--- config.mk ---
export PLATFORM = sky130hd
export DESIGN_NAME = drive_status_alarm_reporting
export DESIGN_NICKNAME = d
export VERILOG_FILES = /design/src/inc/drive_status_pkg.sv /design/src/hdl/led_flash_coder.sv /design/src/hdl/drive_status_alarm_reporting.sv
export SDC_FILE = /design/constraint.sdc
export NUM_CORES = 1
export LEC_CHECK = 0
export ABC_CLOCK_PERIOD_IN_PS = 4750
export BUFFER_PORTS_ARGS = -buffer_cell sky130_fd_sc_hd__buf_2
export CAP_MARGIN = 30
export CORE_AREA = 3 3 235 145
export DETAILED_ROUTE_END_ITERATION = 6
export DIE_AREA = 0 0 238 148
export SYNTH_ARGS = -nofsm -noshare
export SYNTH_HDL_FRONTEND = slang
export SYNTH_SLANG_ARGS = --single-unit
--- constraint.sdc ---
create_clock -name sys_clk -period 4.75 [get_ports sys_clk]
set_input_delay 0.95 -clock sys_clk [delete_from_list [all_inputs] [get_ports sys_clk]]
set_output_delay 0.95 -clock sys_clk [all_outputs]
set_load 0.005 [all_outputs]
--- src/inc/drive_status_pkg.sv ---
// Constants, field positions and types shared by the status and alarm reporting block.
package drive_status_pkg;

   localparam int WORD_W = 16;

   // Status word bit positions.
   localparam int ST_MOTOR_ENABLED = 0;
   localparam int ST_SAMPLING      = 1;
   localparam int ST_DRIVE_FAULT   = 2;
   localparam int ST_IN_POSITION   = 3;
   localparam int ST_MOVING        = 4;
   localparam int ST_JOGGING       = 5;
   localparam int ST_STOPPING      = 6;
   localparam int ST_WAIT_INPUT    = 7;
   localparam int ST_SAVING        = 8;
   localparam int ST_ALARM_PRESENT = 9;
   localparam int ST_HOMING        = 10;
   localparam int ST_WAIT_TIME     = 11;
   localparam int ST_WIZARD        = 12;
   localparam int ST_ENCODER_CHECK = 13;
   localparam int ST_PROGRAM       = 14;
   localparam int ST_INITIALIZING  = 15;

   // Alarm word bit positions.
   localparam int AL_POSITION_LIMIT = 0;
   localparam int AL_CCW_LIMIT      = 1;
   localparam int AL_CW_LIMIT       = 2;
   localparam int AL_OVER_TEMP      = 3;
   localparam int AL_OVER_VOLTAGE   = 5;
   localparam int AL_UNDER_VOLTAGE  = 6;
   localparam int AL_OVER_CURRENT   = 7;
   localparam int AL_BAD_HALL       = 8;
   localparam int AL_BAD_ENCODER    = 9;
   localparam int AL_COMM_ERROR     = 10;
   localparam int AL_BAD_FLASH      = 11;
   localparam int AL_CURRENT_LIMIT  = 13;
   localparam int AL_NO_MOVE        = 15;

   // Alarms that disable the motor.
   localparam logic [15:0] DRIVE_FAULT_MASK = 16'h0bf8;
   localparam logic [15:0] WORD_RESET       = 16'h0000;

   typedef enum logic [1:0]
   {
      alarm_query_command         = 2'h0,
      state_query_command         = 2'h1,
      read_alarm_register_command = 2'h2,
      read_state_register_command = 2'h3
   } query_t;

   // Text conversion.
   localparam int          DIGITS      = 5;
   localparam logic [4:0]  CONV_LAST   = 5'h0f;
   localparam logic [3:0]  DEC_LIMIT   = 4'h5;
   localparam logic [3:0]  DEC_ADJUST  = 4'h3;
   localparam logic [3:0]  HEX_LIMIT   = 4'ha;
   localparam logic [7:0]  ASCII_ZERO  = 8'h30;
   localparam logic [7:0]  ASCII_ALPHA = 8'h37;

   // Front LED code table: alarm bit, first count, second count, in priority order.
   localparam int LED_CODES = 13;
   localparam logic [3:0] LED_BIT [0:LED_CODES-1] = '{4'h0, 4'hf, 4'h1, 4'h2, 4'h3, 4'hb,
      4'h5, 4'h6, 4'h7, 4'hd, 4'h8, 4'h9, 4'ha};
   localparam logic [2:0] LED_FIRST [0:LED_CODES-1] = '{3'h1, 3'h1, 3'h2, 3'h2, 3'h3, 3'h3,
      3'h4, 3'h4, 3'h5, 3'h5, 3'h6, 3'h6, 3'h7};
   localparam logic [2:0] LED_SECOND [0:LED_CODES-1] = '{3'h1, 3'h2, 3'h1, 3'h2, 3'h1, 3'h2,
      3'h1, 3'h2, 3'h1, 3'h2, 3'h1, 3'h2, 3'h1};

   typedef enum logic [1:0]
   {
      led_solid = 2'h0,
      led_slow  = 2'h1,
      led_fast  = 2'h2,
      led_code  = 2'h3
   } led_mode_t;

   // LED timing.
   localparam int unsigned CLK_HZ       = 40_000_000;
   localparam int unsigned CYC_PER_MS   = CLK_HZ / 1000;
   localparam int unsigned LED_SLOW_MS  = 500;
   localparam int unsigned LED_FAST_MS  = 100;
   localparam int unsigned LED_PULSE_MS = 250;
   localparam int unsigned LED_GAP_MS   = 750;
   localparam int unsigned LED_PAUSE_MS = 2000;
   localparam logic [31:0] TIMER_ZERO   = 32'h0000_0000;
   localparam logic [31:0] TIMER_STEP   = 32'h0000_0001;

endpackage

--- src/hdl/led_flash_coder.sv ---
// Front LED driver: solid, slow or fast blink, or a repeating pair of flash counts.
`timescale 1ns/10ps
`default_nettype none
module led_flash_coder
#(
   parameter logic [31:0] SLOW_HALF_CYC = 32'd20_000_000,
   parameter logic [31:0] FAST_HALF_CYC = 32'd4_000_000,
   parameter logic [31:0] PULSE_CYC     = 32'd10_000_000,
   parameter logic [31:0] GAP_CYC       = 32'd30_000_000,
   parameter logic [31:0] PAUSE_CYC     = 32'd80_000_000
)
(
   // Clock and reset.
   input  wire logic                        sys_clk,
   input  wire logic                        rst_b,
   // Requested display.
   input  wire drive_status_pkg::led_mode_t mode,
   input  wire logic [2:0]                  first_count,
   input  wire logic [2:0]                  second_count,
   // LED drive.
   output logic                             led_on
);

   typedef enum logic [4:0]
   {
      ls_steady = 5'b00001,
      ls_on     = 5'b00010,
      ls_off    = 5'b00100,
      ls_gap    = 5'b01000,
      ls_pause  = 5'b10000
   } led_state_t;

   led_state_t  state_reg, state_next;
   logic [31:0] timer_reg, timer_next;
   logic [2:0]  pulses_reg, pulses_next;
   logic [2:0]  second_reg, second_next;
   logic        in_second_reg, in_second_next;
   logic        led_reg, led_next;
   logic [31:0] half;

   always_comb
   begin
      state_next     = state_reg;
      timer_next     = timer_reg + drive_status_pkg::TIMER_STEP;
      pulses_next    = pulses_reg;
      second_next    = second_reg;
      in_second_next = in_second_reg;
      led_next       = led_reg;
      half           = (mode == drive_status_pkg::led_fast) ? FAST_HALF_CYC : SLOW_HALF_CYC;
      unique case (state_reg)
         ls_steady:
         begin
            if (mode == drive_status_pkg::led_solid)
            begin
               led_next   = 1'b1;
               timer_next = drive_status_pkg::TIMER_ZERO;
            end
            else if (mode == drive_status_pkg::led_code)
            begin
               state_next     = ls_on;
               led_next       = 1'b1;
               timer_next     = drive_status_pkg::TIMER_ZERO;
               pulses_next    = first_count;
               second_next    = second_count;
               in_second_next = 1'b0;
            end
            else if (timer_reg >= half - drive_status_pkg::TIMER_STEP)
            begin
               led_next   = ~led_reg;
               timer_next = drive_status_pkg::TIMER_ZERO;
            end
         end
         ls_on:
         begin
            if (timer_reg == PULSE_CYC - drive_status_pkg::TIMER_STEP)
            begin
               state_next = ls_off;
               led_next   = 1'b0;
               timer_next = drive_status_pkg::TIMER_ZERO;
            end
         end
         ls_off:
         begin
            if (timer_reg == PULSE_CYC - drive_status_pkg::TIMER_STEP)
            begin
               timer_next = drive_status_pkg::TIMER_ZERO;
               if (pulses_reg > 3'h1)
               begin
                  pulses_next = pulses_reg - 3'h1;
                  state_next  = ls_on;
                  led_next    = 1'b1;
               end
               else if (!in_second_reg)
               begin
                  in_second_next = 1'b1;
                  pulses_next    = second_reg;
                  state_next     = ls_gap;
               end
               else
               begin
                  state_next = ls_pause;
               end
            end
         end
         ls_gap:
         begin
            if (timer_reg == GAP_CYC - drive_status_pkg::TIMER_STEP)
            begin
               state_next = ls_on;
               led_next   = 1'b1;
               timer_next = drive_status_pkg::TIMER_ZERO;
            end
         end
         ls_pause:
         begin
            if (timer_reg == PAUSE_CYC - drive_status_pkg::TIMER_STEP)
            begin
               state_next = ls_steady;
               timer_next = drive_status_pkg::TIMER_ZERO;
            end
         end
         default:
         begin
            state_next = ls_steady;
         end
      endcase
      if (state_reg != ls_steady && mode != drive_status_pkg::led_code)
      begin
         state_next = ls_steady;
         timer_next = drive_status_pkg::TIMER_ZERO;
         led_next   = 1'b0;
      end
   end

   always_ff @(posedge sys_clk or negedge rst_b)
   begin
      if (!rst_b)
      begin
         state_reg     <= ls_steady;
         timer_reg     <= drive_status_pkg::TIMER_ZERO;
         pulses_reg    <= 3'h0;
         second_reg    <= 3'h0;
         in_second_reg <= 1'b0;
         led_reg       <= 1'b0;
      end
      else
      begin
         state_reg     <= state_next;
         timer_reg     <= timer_next;
         pulses_reg    <= pulses_next;
         second_reg    <= second_next;
         in_second_reg <= in_second_next;
         led_reg       <= led_next;
      end
   end

   assign led_on = led_reg;

endmodule
`default_nettype wire

--- src/hdl/drive_status_alarm_reporting.sv ---
// Drive status and alarm words, their text replies to host queries, and the front LED code.
`timescale 1ns/10ps
`default_nettype none
module drive_status_alarm_reporting
#(
   parameter logic [31:0] SLOW_HALF_CYC = 32'(drive_status_pkg::LED_SLOW_MS *
                                              drive_status_pkg::CYC_PER_MS),
   parameter logic [31:0] FAST_HALF_CYC = 32'(drive_status_pkg::LED_FAST_MS *
                                              drive_status_pkg::CYC_PER_MS),
   parameter logic [31:0] PULSE_CYC     = 32'(drive_status_pkg::LED_PULSE_MS *
                                              drive_status_pkg::CYC_PER_MS),
   parameter logic [31:0] GAP_CYC       = 32'(drive_status_pkg::LED_GAP_MS *
                                              drive_status_pkg::CYC_PER_MS),
   parameter logic [31:0] PAUSE_CYC     = 32'(drive_status_pkg::LED_PAUSE_MS *
                                              drive_status_pkg::CYC_PER_MS)
)
(
   // Clock and reset.
   input  wire logic                     sys_clk,
   input  wire logic                     rst_b,
   // Drive conditions.
   input  wire logic                     enable_request,
   input  wire logic                     tuning_sampling,
   input  wire logic                     in_position,
   input  wire logic                     moving,
   input  wire logic                     jogging,
   input  wire logic                     stopping,
   input  wire logic                     wait_input_instruction,
   input  wire logic                     saving,
   input  wire logic                     seek_home_instruction,
   input  wire logic                     wait_time_instruction,
   input  wire logic                     wizard_running,
   input  wire logic                     encoder_check_running,
   input  wire logic                     program_running,
   input  wire logic                     init_done,
   // Alarm events and clear.
   input  wire logic [15:0]              alarm_event,
   input  wire logic                     alarm_clear,
   // Host query.
   input  wire logic                     cmd_valid,
   input  wire drive_status_pkg::query_t cmd_code,
   output logic                          cmd_busy,
   // Reply text.
   output logic                          reply_valid,
   output logic [7:0]                    reply_char,
   output logic                          reply_last,
   input  wire logic                     reply_ready,
   // Words and drive outputs.
   output logic [15:0]                   alarm_word,
   output logic [15:0]                   status_word,
   output logic                          motor_enable,
   output logic                          led_on
);

   typedef enum logic [3:0]
   {
      st_idle = 4'b0001,
      st_conv = 4'b0010,
      st_load = 4'b0100,
      st_emit = 4'b1000
   } reply_state_t;

   logic [15:0] alarm_reg, alarm_next;
   logic [15:0] status_reg, status_next;
   logic        init_reg, init_next;
   logic        enable_reg, enable_next;
   logic        fault;

   function automatic logic [7:0] to_ascii(input logic [3:0] d);
      logic [7:0] c;
      c = (d < drive_status_pkg::HEX_LIMIT) ? drive_status_pkg::ASCII_ZERO
                                            : drive_status_pkg::ASCII_ALPHA;
      return c + {4'h0, d};
   endfunction

   // Word state.
   always_comb
   begin
      alarm_next  = (alarm_reg & ~{16{alarm_clear}}) | alarm_event;
      init_next   = init_reg & ~init_done;
      fault       = |(alarm_reg & drive_status_pkg::DRIVE_FAULT_MASK);
      enable_next = enable_request & ~fault & ~init_reg;
      status_next = drive_status_pkg::WORD_RESET;
      status_next[drive_status_pkg::ST_MOTOR_ENABLED] = enable_reg;
      status_next[drive_status_pkg::ST_SAMPLING]      = tuning_sampling;
      status_next[drive_status_pkg::ST_DRIVE_FAULT]   = fault;
      status_next[drive_status_pkg::ST_IN_POSITION]   = in_position;
      status_next[drive_status_pkg::ST_MOVING]        = moving;
      status_next[drive_status_pkg::ST_JOGGING]       = jogging;
      status_next[drive_status_pkg::ST_STOPPING]      = stopping;
      status_next[drive_status_pkg::ST_WAIT_INPUT]    = wait_input_instruction;
      status_next[drive_status_pkg::ST_SAVING]        = saving;
      status_next[drive_status_pkg::ST_ALARM_PRESENT] = |alarm_reg;
      status_next[drive_status_pkg::ST_HOMING]        = seek_home_instruction;
      status_next[drive_status_pkg::ST_WAIT_TIME]     = wait_time_instruction;
      status_next[drive_status_pkg::ST_WIZARD]        = wizard_running;
      status_next[drive_status_pkg::ST_ENCODER_CHECK] = encoder_check_running;
      status_next[drive_status_pkg::ST_PROGRAM]       = program_running;
      status_next[drive_status_pkg::ST_INITIALIZING]  = init_reg;
   end

   always_ff @(posedge sys_clk or negedge rst_b)
   begin
      if (!rst_b)
      begin
         alarm_reg  <= drive_status_pkg::WORD_RESET;
         status_reg <= drive_status_pkg::WORD_RESET;
         init_reg   <= 1'b1;
         enable_reg <= 1'b0;
      end
      else
      begin
         alarm_reg  <= alarm_next;
         status_reg <= status_next;
         init_reg   <= init_next;
         enable_reg <= enable_next;
      end
   end

   // Reply state.
   reply_state_t state_reg, state_next;
   logic [19:0]  digits_reg, digits_next;
   logic [15:0]  shift_reg, shift_next;
   logic [4:0]   count_reg, count_next;
   logic [2:0]   index_reg, index_next;
   logic         busy_reg, busy_next;
   logic         valid_reg, valid_next;
   logic         last_reg, last_next;
   logic [7:0]   char_reg, char_next;
   logic [15:0]  word;
   logic [19:0]  adj;
   logic [2:0]   lead;
   logic [2:0]   down;

   always_comb
   begin
      state_next  = state_reg;
      digits_next = digits_reg;
      shift_next  = shift_reg;
      count_next  = count_reg;
      index_next  = index_reg;
      valid_next  = valid_reg;
      last_next   = last_reg;
      char_next   = char_reg;
      adj         = digits_reg;
      lead        = 3'h0;
      down        = index_reg - 3'h1;
      word        = (cmd_code == drive_status_pkg::alarm_query_command ||
                     cmd_code == drive_status_pkg::read_alarm_register_command)
                    ? alarm_reg : status_reg;
      for (int i = 0; i < drive_status_pkg::DIGITS; i++)
      begin
         if (adj[i*4 +: 4] >= drive_status_pkg::DEC_LIMIT)
         begin
            adj[i*4 +: 4] = adj[i*4 +: 4] + drive_status_pkg::DEC_ADJUST;
         end
         if (digits_reg[i*4 +: 4] != 4'h0)
         begin
            lead = 3'(i);
         end
      end
      unique case (state_reg)
         st_idle:
         begin
            if (cmd_valid)
            begin
               count_next = 5'h00;
               if (cmd_code == drive_status_pkg::alarm_query_command ||
                   cmd_code == drive_status_pkg::state_query_command)
               begin
                  digits_next = {4'h0, word};
                  state_next  = st_load;
               end
               else
               begin
                  digits_next = 20'h00000;
                  shift_next  = word;
                  state_next  = st_conv;
               end
            end
         end
         st_conv:
         begin
            digits_next = {adj[18:0], shift_reg[15]};
            shift_next  = {shift_reg[14:0], 1'b0};
            count_next  = count_reg + 5'h01;
            if (count_reg == drive_status_pkg::CONV_LAST)
            begin
               state_next = st_load;
            end
         end
         st_load:
         begin
            index_next = lead;
            char_next  = to_ascii(digits_reg[lead*4 +: 4]);
            last_next  = (lead == 3'h0);
            valid_next = 1'b1;
            state_next = st_emit;
         end
         st_emit:
         begin
            if (reply_ready)
            begin
               if (index_reg == 3'h0)
               begin
                  valid_next = 1'b0;
                  last_next  = 1'b0;
                  state_next = st_idle;
               end
               else
               begin
                  index_next = down;
                  char_next  = to_ascii(digits_reg[down*4 +: 4]);
                  last_next  = (down == 3'h0);
               end
            end
         end
         default:
         begin
            state_next = st_idle;
            valid_next = 1'b0;
            last_next  = 1'b0;
         end
      endcase
      busy_next = (state_next != st_idle);
   end

   always_ff @(posedge sys_clk or negedge rst_b)
   begin
      if (!rst_b)
      begin
         state_reg  <= st_idle;
         digits_reg <= 20'h00000;
         shift_reg  <= 16'h0000;
         count_reg  <= 5'h00;
         index_reg  <= 3'h0;
         busy_reg   <= 1'b0;
         valid_reg  <= 1'b0;
         last_reg   <= 1'b0;
         char_reg   <= 8'h00;
      end
      else
      begin
         state_reg  <= state_next;
         digits_reg <= digits_next;
         shift_reg  <= shift_next;
         count_reg  <= count_next;
         index_reg  <= index_next;
         busy_reg   <= busy_next;
         valid_reg  <= valid_next;
         last_reg   <= last_next;
         char_reg   <= char_next;
      end
   end

   // LED selection: lowest listed active alarm wins.
   drive_status_pkg::led_mode_t mode_reg, mode_next;
   logic [2:0] first_reg, first_next;
   logic [2:0] second_reg, second_next;

   always_comb
   begin
      first_next  = 3'h0;
      second_next = 3'h0;
      mode_next   = program_running ? drive_status_pkg::led_fast :
                    (enable_reg ? drive_status_pkg::led_slow
                                : drive_status_pkg::led_solid);
      for (int i = drive_status_pkg::LED_CODES - 1; i >= 0; i--)
      begin
         if (alarm_reg[drive_status_pkg::LED_BIT[i]])
         begin
            mode_next   = drive_status_pkg::led_code;
            first_next  = drive_status_pkg::LED_FIRST[i];
            second_next = drive_status_pkg::LED_SECOND[i];
         end
      end
   end

   always_ff @(posedge sys_clk or negedge rst_b)
   begin
      if (!rst_b)
      begin
         mode_reg   <= drive_status_pkg::led_solid;
         first_reg  <= 3'h0;
         second_reg <= 3'h0;
      end
      else
      begin
         mode_reg   <= mode_next;
         first_reg  <= first_next;
         second_reg <= second_next;
      end
   end

   led_flash_coder
   #(
      .SLOW_HALF_CYC (SLOW_HALF_CYC),
      .FAST_HALF_CYC (FAST_HALF_CYC),
      .PULSE_CYC     (PULSE_CYC),
      .GAP_CYC       (GAP_CYC),
      .PAUSE_CYC     (PAUSE_CYC)
   )
   u_led
   (
      .sys_clk      (sys_clk),
      .rst_b        (rst_b),
      .mode         (mode_reg),
      .first_count  (first_reg),
      .second_count (second_reg),
      .led_on       (led_on)
   );

   assign alarm_word   = alarm_reg;
   assign status_word  = status_reg;
   assign motor_enable = enable_reg;
   assign cmd_busy     = busy_reg;
   assign reply_valid  = valid_reg;
   assign reply_char   = char_reg;
   assign reply_last   = last_reg;

endmodule
`default_nettype wire

# Yosys cells after proc, flatten, opt, wreduce, memory -nomap -nowiden
# Index checks and enable logic that the tools add are counted.
word_totals:
  elab_cells: 243
  n_memories: 0
  latch_bits: 0
  ram_bits: 0
  ff_bits: 146
  mem_bits_ro: 0
op_classes:
  n_div: 0
  n_shift: 2
  n_eq_ne: 38
  addsub: 12
  n_mul: 0
  muxes: 118
  bitwise_logic: 12
  reduce_logical: 30
  order_cmp: 9
op_table:
  columns: ["cell", "n"]
  rows:
  - ["$mux W32", 7]
  - ["$pmux W32 S4", 1]
  - ["$mux W3", 38]
  - ["$mux W16", 4]
  - ["$mux W5", 10]
  - ["$pmux W20 S2", 1]
  - ["$shiftx A20 B6 Y4", 2]
  - ["$add A32 B1 Y32 const B", 1]
  - ["$eq A32 B24 Y1 const B", 1]
  - ["$eq A32 B25 Y1 const B", 1]
  - ["$eq A32 B27 Y1 const B", 1]
  - ["$ge A32 B32 Y1", 1]
  - ["$mux W4", 8]
  - ["$pmux W16 S2", 1]
  - ["$sub A32 B1 Y32 const B", 1]
  - ["$mux W2", 15]
  - ["$mux W25", 1]
  - ["$pmux W5 S5", 1]
  - ["$ge A4 B3 Y1 const B", 5]
  - ["$mux W20", 1]
  - ["$mux W1", 19]
  - ["$ne A3 B1 Y1 const B", 6]
  - ["$add A4 B2 Y4 const B", 4]
  - ["$and A16 B16 Y16", 1]
  - ["48 further kinds", 90]

# Longest topological paths before layout
logic_depth:
  ltp_word: 15
  ltp_mapped: 14
  depth_no_buf: 14

# Hierarchy
# A second synthesis with hierarchy kept.
hier_totals:
  cells_unflattened: 880
  hier_area_um2: 8217.9
modules_own_cells:
  columns: ["mod", "n_inst", "cells_per_inst", "seq_area_each_um2", "area_each_um2"]
  rows:
  - ["drive_status_alarm_reporting", 1, 584, 2479.9, 5456.5]
  - ["led_flash_coder", 1, 296, 1127.3, 2761.4]

# Worst setup path after synthesis
# Ideal clock, no wire load.
synth_timing:
  kind: "register -> register"
  start: "reg digits_reg[16]"
  end: "reg char_reg[6], in the netlist reply_char[6]"
  stages_incl_launch_ff: 13
  path_slack_ns: 1.486
  synth_period_minus_slack_ns: 3.264
  arrival_time_ns: 3.135
  t_required_ns: 4.621
  path_cell_list: "dfrtp_1 > inv_1 > ha_1 > or3b_1 > o21a_1 > o41a_1 > a21boi_0 > ha_1 > fa_1 > o211ai_1 > a21oi_1 > a211oi_1 > nor2_1"
synth_between:
  elab_chain_len: 7
synth_rtl:
  columns: ["element", "line", "rtl"]
  rows:
  - ["start: declaration", "drive_status_alarm_reporting.sv:122", "logic [19:0] digits_reg, digits_next;"]
  - ["start signal: assignment", "drive_status_alarm_reporting.sv:245", "digits_reg <= digits_next;"]
  - ["$reduce_bool A4 Y1 or $shiftx A20 B6 Y4 (tied branches)", "drive_status_alarm_reporting.sv:157, drive_status_alarm_reporting.sv:213", null]
  - ["$mux W3 or $lt A4 B4 Y1 (tied branches)", "drive_status_alarm_reporting.sv:157, drive_status_alarm_reporting.sv:71", null]
  - ["$shiftx A20 B6 Y4 or $mux W3 (tied branches)", "drive_status_alarm_reporting.sv:195, drive_status_alarm_reporting.sv:71", null]
  - ["$lt A4 B4 Y1 or $add A6 B4 Y7 (tied branches)", "drive_status_alarm_reporting.sv:71, drive_status_alarm_reporting.sv:73", null]
  - ["$mux W3 or $mux W8 (tied branches)", "drive_status_alarm_reporting.sv:71, drive_status_alarm_reporting.sv:204", null]
  - ["$add A6 B4 Y7 or $mux W8 (tied branches)", "drive_status_alarm_reporting.sv:73, drive_status_alarm_reporting.sv:202", null]
  - ["$pmux W8 S2 *", "drive_status_alarm_reporting.sv:162", "unique case (state_reg)"]
  - ["end signal: assignment", "drive_status_alarm_reporting.sv:252", "char_reg <= char_next;"]
  - ["end: declaration", "drive_status_alarm_reporting.sv:129", "logic [7:0] char_reg, char_next;"]
# Mark *: on every way between the ends. The rest lies on a longest branch, timed or not. The select of a mux whose other input is x is not followed.
# A chain may end at the register's enable or synchronous reset.

# Final worst setup path
layout_timing:
  start: "reg digits_reg[8]"
  end: "reg char_reg[6], in the netlist reply_char[6]"
layout_between:
  elab_chain_len: 9
layout_rtl:
  columns: ["element", "line", "rtl"]
  rows:
  - ["$reduce_bool A4 Y1", "drive_status_alarm_reporting.sv:157", "if (digits_reg[i*4 +: 4] != 4'h0)"]
  - ["$mux W2", "drive_status_alarm_reporting.sv:157", null]
  - ["$mux W3 (2 in series)", "drive_status_alarm_reporting.sv:157", null]
  - ["$shiftx A20 B6 Y4", "drive_status_alarm_reporting.sv:195", "char_next = to_ascii(digits_reg[lead*4 +: 4]);"]
  - ["$lt A4 B4 Y1", "drive_status_alarm_reporting.sv:71", "c = (d < drive_status_pkg::HEX_LIMIT) ? drive_status_pkg::ASCII_ZERO"]
  - ["$mux W3", "drive_status_alarm_reporting.sv:71", null]
  - ["$add A6 B4 Y7", "drive_status_alarm_reporting.sv:73", "return c + {4'h0, d};"]
  - ["$pmux W8 S2 *", "drive_status_alarm_reporting.sv:162", null]
# Marked as above.

==> run_results.csv <==
group,metric,value,unit
outcome,outcome,"finished, final reports clean",
floorplan,io-pin-count,82,
timing,setup_viol,0,
timing,fmax,0.266,GHz
synthesis,synth_fp_nets,932,
finish,final_cell_mix,"dfrtp_1, nor2_1, buf_2",
synthesis,synth-seq-cells,143,
critical_path,arrival,4080,ps
placement,dp_slack,1050,ps
job,drv_cap,0,
clocking,clk_latency,450,ps
finish,final_util,29.3,%
global_routing,grt_max_degree,77,
floorplan,start_util,24.8,%
drt,drtIter0Drc,592,
finish,final_common_cell,"dfrtp_1",
placement,globalplace.congestion,0.906,
drt,postRouteAntennaNets,0,
timing,fin_setup_tns,0,ps
clocking,cts_max_level,4,
synthesis,ys_seq_area_share,45.0,%
synthesis,yosysWarnings,0,
clocking,cts_tree,"yes",
finish,drive_gt1_share,15.3,%
drt,wire_per_inst,16.3,um
synthesis,synthDistinctLibCells,75,
floorplan,dieArea,0.0352,sq mm
timing,timing.final.crit_share,79.1,%
pwr,vdd_ir_drop_max,0.180,mV
critical_path,slowest_delay,460,ps
drt,via_count,6621,
global_routing,use_met3,3.47,%
drt,dr.pass1.iters,5,
critical_path,startpoint_type,"register",
placement,hpwl,16900,um
floorplan,rows,51,
finish,finalInstanceArea,0.00939,sq mm
clocking,ctsResizeCount,0,
clocking,postCtsSetupBuffers,0,
drt,drc,0,
critical_path,path_cells,"inv_1, ha_1, nor3b_1, a21oi_1, o21a_1, o41a_1, a21boi_0, ha_1, fa_1, o211ai_1, a21oi_1, a211oi_1, nor2_1",
hold_path,min_from,"init_reg",
global_routing,grt_usage,13.4,%
floorplan,die_h,148,um
pwr,p_leak,4.16,nW
global_routing,grt_busiest_layer,"met1",
clocking,path_clk_slew,70,ps
critical_path,r2r_start,"digits_reg[8]",
global_routing,grt_pass1_wl,36900,um
critical_path,cpMaxStageDelayCell,"o41a_1",
drt,viasPerCell,4.80,
placement,dpl-instance-area,0.00881,sq mm
timing,skew,11.1,ps
floorplan,die_w,238,um
placement,io_buffers,80,
timing,rsz0062_at_grt,"false",
clocking,holdBufCountCts,0,
global_routing,grt_use_met2,17.6,%
global_routing,antenna_found_initial,0,
clocking,root_buffer,"clkbuf_16",
floorplan,core,0.0321,sq mm
synthesis,synth_area,0.00795,sq mm
timing,hold_viol,0,
synthesis,synth_edf_count,0,
finish,nets,1005,
hold_path,hold_path_class,"reg2reg",
clocking,cts_max_path_buffers,2,
finish,layout.cells.non_filler,1378,
synthesis,ys.flop_type,"dfrtp_1",
timing,period_needed,3750,ps
timing,slew_headroom,33.3,%
critical_path,path_class,"reg2reg",
clocking,cts_buffers,17,
global_routing,grt_overflow,0,
critical_path,critPathRequiredTime,5070,ps
global_routing,grtUsageMet1,20.7,%
pwr,powerDensity,525,mW/mm^2
timing,tightestPinTransition,996,ps
clocking,cts.sink_count,143,
critical_path,cp-startpoint,"digits_reg[8]",
finish,antenna_cells,0,
finish,largest_reg_flops,32,
timing,worst_slack,995,ps
synthesis,syn_inst,868,
drt,routed_wl,22400,um
finish,area_delta_synth_final,18.1,%
critical_path,critPathMaxFanout,6,
synthesis,synth.area.top_cells,"dfrtp_1, nor2_1, o21ai_0, ha_1, nand2_1",
global_routing,first_global_vias,6393,
synthesis,async_reset_ff_share,100,%
synthesis,synth_top_cell_by_area,"dfrtp_1",
timing,worst_hold_slack,413,ps
timing,slew_violations,0,
synthesis,avgSynthCellArea,9.16,sq um
synthesis,synth_top_area_share,44.0,%
pwr,power.total,4.93,mW
critical_path,worstSetupEndpointType,"register",
placement,dp.cells,1346,
==> routing by layer <==
layer / wire length [um] / part of all wire, % / vias up
met3: 1230 / 5.5 / 29
met5: 0 / 0 / -
met2: 8690 / 39 / 180
met4: 408 / 1.8 / 0
li1: - / - / 3214
met1: 12100 / 54 / 3198
==> report_power, final <==
part	switching [mW]	internal (mW)
sequential	0.267	1.47
clock	0.596	0.736
combinational	1.12	0.742
total	1.98	2.95
==> Yosys cell counts, types with 9 or more instances <==
master	instances
nor2b_1	9
o21ai_0	68
nand2_1	78
a211oi_1	14
mux2i_1	29
a21o_1	19
nor3_1	31
nand3_1	23
nand4_1	9
dfrtp_1	140
xor2_1	11
clkbuf_1	28
a21oi_1	55
ha_1	25
and3_1	13
nor2_1	108
inv_1	41
nand2b_1	15
xnor2_1	25
==> logic make-up after synthesis <==
| logic type | Yosys count | share of synthesized area, % |
|---|---|---|
| xor+xnor | 37 | 4.17 |
| compound gates | 213 | 16.9 |
| buf+inv | 78 | 4.01 |
| other cells | 1 | 0.0471 |
| flops | 143 | 45.0 |
| fa+ha+maj | 28 | 4.58 |
| simple gates | 334 | 20.6 |
| mux | 34 | 4.64 |
==> critical path, delay by kind of cell (launching register included) <==
| family | cells | cell delay (ps) |
|---|---|---|
| compound gates | 7 | 1560 |
| fa+ha+maj | 3 | 960 |
| buf+inv | 1 | 140 |
| flops | 1 | 440 |
| simple gates | 2 | 540 |
==> layout make-up <==
cell class	instances	area, sq um
multi-input combinational	647	4060
clock inverter	15	151
inverter	41	154
clock buffer	17	425
sequential	143	3580
fill	3370	22700
tap	424	531
timing repair buffer	91	489
==> path summary, 6_finish.rpt <==
kind / to / slack (ps) / cells past startpoint
max: reply_char[6] / 1000 / 13
min: status_word[15] / 410 / 0
max reg2reg: reply_char[6] / 1000 / 13
min reg2reg: status_word[15] / 410 / 0
max in group asynchronous: u_led.state_reg[0] / 3220 / 2
min in group asynchronous: digits_reg[6] / 530 / 1
Power figures use the tool's default switching activity.
